==> src/hdl/lbp_defs.svh <==
`ifndef LBP_DEFS_SVH
`define LBP_DEFS_SVH

`define LBP_ADDR_W        12
`define LBP_OFS_ORDER     12'h180
`define LBP_OFS_L1        12'h188
`define LBP_OFS_L2        12'h18C
`define LBP_OFS_L3        12'h190

`define LBP_CTL_W         17
`define LBP_RATIO_MSB     7
`define LBP_PLANE_BIT     13
`define LBP_INC_BIT       14
`define LBP_SEL_BIT       15
`define LBP_ON_BIT        16
`define LBP_CTL_MASK      17'h1E0FF
`define LBP_CTL_RST       17'h00000

`define LBP_ORDER_W       24
`define LBP_ORDER_MASK    24'h777777
`define LBP_ORDER_RST     24'h543210
`define LBP_ORDER_SLOTS   6
`define LBP_CODE_NONE     4'h7
`define LBP_CODE_MAXLAYER 4'h5

`define LBP_RATIO_ONE     9'h100
`define LBP_RATIO_SHIFT   8
`define LBP_COMP_MAX      8'hFF

`endif

==> src/hdl/lbp_pkg.sv <==
package lbp_pkg;

  typedef logic [3:0] lbp_code_type;

  typedef logic [8:0] lbp_ratio_type;

  typedef enum logic [1:0] {
    LBP_OVL_LOWER,
    LBP_OVL_UPPER,
    LBP_OVL_BLEND
  } lbp_ovl_type;

endpackage

==> src/hdl/lbp_top.sv <==
`timescale 1ns/100ps
`include "lbp_defs.svh"

module lbp_top #(
  parameter int DATA_W = 16,
  parameter int PAL_W  = 32
) (
  // Clock and reset
  input  wire logic                       sys_clk,
  input  wire logic                       rst,
  // Host register port
  input  wire logic [`LBP_ADDR_W-1:0]     reg_addr,
  input  wire logic                       reg_wr,
  input  wire logic                       reg_rd,
  input  wire logic [31:0]                reg_wdata,
  output logic      [31:0]                reg_rdata,
  output logic                            reg_rvalid,
  // Pixel composite request
  input  wire logic                       pix_valid,
  input  wire logic [2:0]                 pix_depth,
  input  wire logic [23:0]                upper_rgb,
  input  wire logic [DATA_W-1:0]          upper_data,
  input  wire logic [PAL_W-1:0]           upper_pal,
  input  wire logic                       upper_indirect,
  input  wire logic                       upper_key_hit,
  input  wire logic [23:0]                lower_rgb,
  input  wire logic [7:0]                 plane_ratio,
  // Composite result
  output logic                            out_valid,
  output logic [23:0]                     out_rgb,
  output lbp_pkg::lbp_code_type           out_layer,
  output lbp_pkg::lbp_ovl_type            out_mode,
  // Current layer order
  output logic [`LBP_ORDER_W-1:0]         layer_order_select
);
  import lbp_pkg::*;

  logic [`LBP_CTL_W-1:0]   ctl_r [0:2];
  logic [`LBP_ORDER_W-1:0] order_r;
  logic [31:0]             reg_rdata_r;
  logic                    reg_rvalid_r;
  logic                    out_valid_r;
  logic [23:0]             out_rgb_r;
  lbp_code_type            out_layer_r;
  lbp_ovl_type             out_mode_r;

  lbp_code_type            code;
  logic                    has_ctl;
  logic [1:0]              ctl_idx;
  logic [`LBP_CTL_W-1:0]   ctl_sel;
  logic                    alpha_flag;
  lbp_ratio_type           ratio;
  lbp_ovl_type             mode;
  logic [23:0]             mixed;
  logic [31:0]             rd_nxt;

  // Effective ratio: register or plane value, optional 1/256 step
  function automatic lbp_ratio_type eff_ratio(
    input logic [`LBP_CTL_W-1:0] ctl,
    input logic [7:0]            plane
  );
    logic [7:0] base;
    base = ctl[`LBP_PLANE_BIT] ? plane : ctl[`LBP_RATIO_MSB:0];
    if (ctl[`LBP_INC_BIT] && (base != 8'h00))
    begin
      eff_ratio = {1'b0, base} + 9'h001;
    end
    else
    begin
      eff_ratio = {1'b0, base};
    end
  endfunction

  // Layer code held in one slot of the order register
  function automatic lbp_code_type slot_code(
    input logic [`LBP_ORDER_W-1:0] order,
    input logic [2:0]              depth
  );
    if (depth < 3'(`LBP_ORDER_SLOTS))
    begin
      slot_code = order[4*depth +: 4];
    end
    else
    begin
      slot_code = `LBP_CODE_NONE;
    end
  endfunction

  // Control registers, one set for each of layers 1 to 3
  always_ff @(posedge sys_clk)
  begin
    if (rst)
    begin
      ctl_r[0] <= `LBP_CTL_RST;
      ctl_r[1] <= `LBP_CTL_RST;
      ctl_r[2] <= `LBP_CTL_RST;
    end
    else if (reg_wr)
    begin
      if (reg_addr == `LBP_OFS_L1)
      begin
        ctl_r[0] <= reg_wdata[`LBP_CTL_W-1:0] & `LBP_CTL_MASK;
      end
      else if (reg_addr == `LBP_OFS_L2)
      begin
        ctl_r[1] <= reg_wdata[`LBP_CTL_W-1:0] & `LBP_CTL_MASK;
      end
      else if (reg_addr == `LBP_OFS_L3)
      begin
        ctl_r[2] <= reg_wdata[`LBP_CTL_W-1:0] & `LBP_CTL_MASK;
      end
    end
  end

  // Layer order register
  always_ff @(posedge sys_clk)
  begin
    if (rst)
    begin
      order_r <= `LBP_ORDER_RST;
    end
    else if (reg_wr && (reg_addr == `LBP_OFS_ORDER))
    begin
      order_r <= reg_wdata[`LBP_ORDER_W-1:0] & `LBP_ORDER_MASK;
    end
  end

  // Read decode; unmapped offsets read zero
  always_comb
  begin
    if (reg_addr == `LBP_OFS_ORDER)
    begin
      rd_nxt = {8'h00, order_r};
    end
    else if (reg_addr == `LBP_OFS_L1)
    begin
      rd_nxt = {15'h0000, ctl_r[0]};
    end
    else if (reg_addr == `LBP_OFS_L2)
    begin
      rd_nxt = {15'h0000, ctl_r[1]};
    end
    else if (reg_addr == `LBP_OFS_L3)
    begin
      rd_nxt = {15'h0000, ctl_r[2]};
    end
    else
    begin
      rd_nxt = 32'h00000000;
    end
  end

  always_ff @(posedge sys_clk)
  begin
    if (rst)
    begin
      reg_rdata_r  <= 32'h00000000;
      reg_rvalid_r <= 1'b0;
    end
    else
    begin
      reg_rvalid_r <= reg_rd;
      if (reg_rd)
      begin
        reg_rdata_r <= rd_nxt;
      end
    end
  end

  // Upper layer, its controls and overlay mode
  always_comb
  begin
    code    = slot_code(order_r, pix_depth);
    has_ctl = (code >= 4'h1) && (code <= 4'h3);
    ctl_idx = 2'(code - 4'h1);
    ctl_sel = has_ctl ? ctl_r[ctl_idx] : `LBP_CTL_RST;
    // Alpha enable bit of the pixel
    alpha_flag = upper_indirect ? upper_pal[PAL_W-1] : upper_data[DATA_W-1];
    ratio = eff_ratio(ctl_sel, plane_ratio);
    if (code > `LBP_CODE_MAXLAYER)
    begin
      mode = LBP_OVL_LOWER;
    end
    else if (has_ctl && ctl_sel[`LBP_ON_BIT])
    begin
      // Blending only where software also marked the pixel with alpha
      mode = alpha_flag ? LBP_OVL_BLEND : LBP_OVL_UPPER;
    end
    else
    begin
      mode = upper_key_hit ? LBP_OVL_LOWER : LBP_OVL_UPPER;
    end
  end

  // Per-component mixers
  for (genvar c = 0; c < 3; c++)
  begin : g_comp
    lbp_mix #(
      .COMP_W (8)
    ) u_mix (
      .upper (upper_rgb[8*c +: 8]),
      .lower (lower_rgb[8*c +: 8]),
      .ratio (ratio),
      .swap  (ctl_sel[`LBP_SEL_BIT]),
      .mixed (mixed[8*c +: 8])
    );
  end

  // Composite result, one cycle after the request
  always_ff @(posedge sys_clk)
  begin
    if (rst)
    begin
      out_valid_r <= 1'b0;
      out_rgb_r   <= 24'h000000;
      out_layer_r <= `LBP_CODE_NONE;
      out_mode_r  <= LBP_OVL_LOWER;
    end
    else
    begin
      out_valid_r <= pix_valid;
      if (pix_valid)
      begin
        out_layer_r <= code;
        out_mode_r  <= mode;
        case (mode)
          LBP_OVL_BLEND: out_rgb_r <= mixed;
          LBP_OVL_UPPER: out_rgb_r <= upper_rgb;
          default:       out_rgb_r <= lower_rgb;
        endcase
      end
    end
  end

  assign reg_rdata          = reg_rdata_r;
  assign reg_rvalid         = reg_rvalid_r;
  assign out_valid          = out_valid_r;
  assign out_rgb            = out_rgb_r;
  assign out_layer          = out_layer_r;
  assign out_mode           = out_mode_r;
  assign layer_order_select = order_r;

endmodule

==> src/hdl/lbp_mix.sv <==
`timescale 1ns/100ps
`include "lbp_defs.svh"

module lbp_mix #(
  parameter int COMP_W = 8
) (
  // Pixel components
  input  wire logic [COMP_W-1:0]   upper,
  input  wire logic [COMP_W-1:0]   lower,
  // Weighting
  input  wire lbp_pkg::lbp_ratio_type ratio,
  input  wire logic                swap,
  // Result
  output logic      [COMP_W-1:0]   mixed
);
  import lbp_pkg::*;

  logic [8:0]          w_up;
  logic [8:0]          w_lo;
  logic [COMP_W+9:0]   sum;
  logic [COMP_W+9:0]   scaled;

  always_comb
  begin
    w_up = swap ? (`LBP_RATIO_ONE - ratio) : ratio;
    w_lo = swap ? ratio : (`LBP_RATIO_ONE - ratio);
    sum = (COMP_W+10)'(upper) * (COMP_W+10)'(w_up)
        + (COMP_W+10)'(lower) * (COMP_W+10)'(w_lo);
    scaled = sum >> `LBP_RATIO_SHIFT;
    // Clip to the component range
    if (scaled > (COMP_W+10)'({COMP_W{1'b1}}))
    begin
      mixed = {COMP_W{1'b1}};
    end
    else
    begin
      mixed = scaled[COMP_W-1:0];
    end
  end

endmodule

==> config.mk <==
export PLATFORM = sky130hd
export DESIGN_NAME = lbp_top
export DESIGN_NICKNAME = d
export VERILOG_FILES = /design/src/hdl/lbp_pkg.sv /design/src/hdl/lbp_top.sv /design/src/hdl/lbp_mix.sv
export VERILOG_INCLUDE_DIRS = /design/src /design/src/hdl
export SDC_FILE = /design/constraint.sdc
export NUM_CORES = 1
export LEC_CHECK = 0
export ABC_AREA = 1
export ABC_CLOCK_PERIOD_IN_PS = 13900
export BUFFER_PORTS_ARGS = -buffer_cell sky130_fd_sc_hd__buf_2
export CAP_MARGIN = 5
export CELL_PAD_IN_SITES_DETAIL_PLACEMENT = 0
export CELL_PAD_IN_SITES_GLOBAL_PLACEMENT = 2
export CORE_MARGIN = 10
export CORE_UTILIZATION = 36
export DETAILED_ROUTE_END_ITERATION = 16
export GPL_ROUTABILITY_DRIVEN = 0
export GPL_TIMING_DRIVEN = 1
export PLACE_DENSITY = 0.83
export SLEW_MARGIN = 20
export SYNTH_ARGS = -nofsm -noshare
export SYNTH_HDL_FRONTEND = slang
export SYNTH_SLANG_ARGS = --single-unit
export TNS_END_PERCENT = 100
==> constraint.sdc <==
create_clock -name sys_clk -period 13.9 [get_ports sys_clk]
set_input_delay 2.085 -clock sys_clk [delete_from_list [all_inputs] [get_ports sys_clk]]
set_output_delay 2.085 -clock sys_clk [all_outputs]
set_load 0.05 [all_outputs]
==> flow_metrics.tcl <==
set metrics [dict create \
    maxCapViolCount 0 \
    n_antenna_cell 0 \
    critical_path.startpoint_type "input port" \
    wl_per_cell_um 19.2 \
    nets 3519 \
    max_stage_delay_ps 550 \
    drt_iter0_markers 1039 \
    synthesis.instances 2664 \
    clk_latency_ps 400 \
    dpl.hpwl_mm 56.3 \
    first_pass_iters 5 \
    drive_above_1_share_pct 11.5 \
    start_util_pct 36.4 \
    die-area_um2 67000 \
    grt_usage_pct 20.7 \
    place_area_um2 22400 \
    die_w_um 259 \
    seq_area_um2 2480 \
    fillCellCount 5989 \
    clock-root-buffer "clkbuf_16" \
    cts_buffers 9 \
    period_minus_slack_ps 12180 \
    setup_ws_ps 1720 \
    setup_viol 0 \
    hold_violations 0 \
    max_slew_margin_pct 29.5 \
    h-tree-depth 3 \
    io_pins 246 \
    yosysSeqAreaShare_pct 12.1 \
    tns_ps 0 \
    cp.required_ps 14160 \
    multi_input_area_um2 15400 \
    grt-ovfl-total 0 \
    critPathArrivalTime_ps 12430 \
    critPathSlowestCell "ha_1" \
    dpl_worst_slack_ps 1320 \
    fmax_mhz 82.1 \
    cts_setup_buffers 0 \
    rsz0062_at_grt "false" \
    antenna_found_initial 4 \
    vias 17800 \
    row_count 87 \
    io_buffer_count 170 \
    drtAntennaViolNets 0 \
    tightest_slew_ps 1050 \
    core_region_area_um2 56400 \
    max-clock-path-buffers 2 \
    drcViolationCount 0 \
    synth_async_sr_flop_share_pct 0 \
    syn_area_um2 20500 \
    path_clk_slew_ps 100 \
    fp.dieH_um 259 \
    cts_sinks 106 \
    hold_path_class "flop to flop" \
    ys_warn_count 0 \
    grt_max_degree 49 \
    ys_types 54 \
    post_cts_resized 0 \
    grt_pass1_wl_mm 108 \
    path_class "input port to flop" \
    ys_ff_latch 106 \
    synth_edf_count 36 \
    cp-end-kind "flop" \
    cp_max_fo 12 \
    grt_pass1_vias 19000 \
    routed_wl_mm 69.1 \
    area_delta_synth_final_pct 10.9 \
    final_cell_area_um2 22800 \
    ys.flop_type "dfxtp_1" \
    routed_via_density 4.94 \
    clock_skew_ps 32.1 \
    period_share_pct 87.6 \
    holdBufCountCts 0 \
    slew_violations 0 \
    cts_tree "done" \
    syn_area_per_cell_um2 7.71 \
    outcome "finished clean" \
]
[routing by layer]
layer  share of wire, %  vias up  GRT usage, %
met1                 43     8739          26.8
met4                2.1        6          4.84
met3                6.0       87          3.15
met2                 48      513          35.7
met5              0.038        -             0
li1                   -     8441             -
[cells by family after synthesis]
logic type,count (synthesis),synth area share [%]
compound gates,269,7.39
xor+xnor,18,0.804
simple gates,1063,22.6
mux,1,0.0488
fa+ha+maj,524,44.0
other cells,1,0.0183
buf+inv,682,13.1
flops,106,12.1
[cell usage after synthesis, types with 20 or more instances]
cell type,number,area [µm²]
nand3_1,126,631
fa_1,330,6610
dfxtp_1,70,1400
nand2_1,481,1810
a21oi_1,159,796
o21ai_0,53,265
ha_1,194,2430
nor2_1,346,1300
inv_1,576,2160
nor3_1,20,100
clkbuf_1,49,184
edfxtp_1,36,1080
[stage by stage]
stage	utilization, %	hold WS [ps]	instances
2_1_floorplan	-	554	2681
5_1_grt	40.4	489	3598
6_report	40.4	465	3598
3_5_place_dp	39.8	456	3582
4_1_cts	40.4	470	3598
3_3_place_gp	39.8	451	3582
[placed cells by master (no fill, tap or decap), types with 3 or more instances in the layout]
cell	n
inv_1	576
nand2_1	481
nor2_1	346
fa_1	330
ha_1	194
buf_2	170
a21oi_1	159
nand3_1	126
dfxtp_1	70
buf_4	59
o21ai_0	53
edfxtp_1	36
nor3_1	19
conb_1	18
o211ai_1	16
nor2_4	16
nand4_1	15
nand2_2	14
nand2_4	12
xnor2_1	12
inv_2	11
nand3b_1	10
clkbuf_16	10
clkinv_1	7
nor4_1	7
o21a_1	7
o221ai_1	7
a211oi_1	6
o21ai_1	5
xor2_1	5
o21ai_2	4
a31oi_1	4
nand3_2	3
clkinv_8	3
[worst paths after layout]
check / from / cells past startpoint / slack [ps] / endpoint
max: pix_depth[1] / 50 / 1720 / out_rgb[15]
min: out_rgb[11] / 2 / 470 / out_rgb[11]
max reg2reg: layer_order_select[16] / 49 / 3210 / out_rgb[15]
min reg2reg: out_rgb[11] / 2 / 470 / out_rgb[11]
[layout make-up]
class,instances,area share (%)
clock inverters,6,0.374
clock buffers,10,1.10
inverters,596,9.84
repair buffers,231,5.86
well taps,756,4.15
multi-input cells,1893,67.8
flip-flops and latches,106,10.9
[sequential cells by signal (all words and copies together), names as in the netlist]
signal / count
ctl_r: 36
layer_order_select: 18
out_layer: 3
out_mode: 2
out_rgb: 24
out_valid: 1
reg_rdata: 21
reg_rvalid: 1
[worst max-delay path, delay by kind of cell]
kind	cells	cell delay [ps]
simple gates	24	3370
fa+ha+maj	9	3880
xor+xnor	1	400
compound gates	7	1540
buf+inv	9	1110
Power is not shown: default switching activity piles up to over one toggle a cycle in this logic, so the estimate is an artifact.
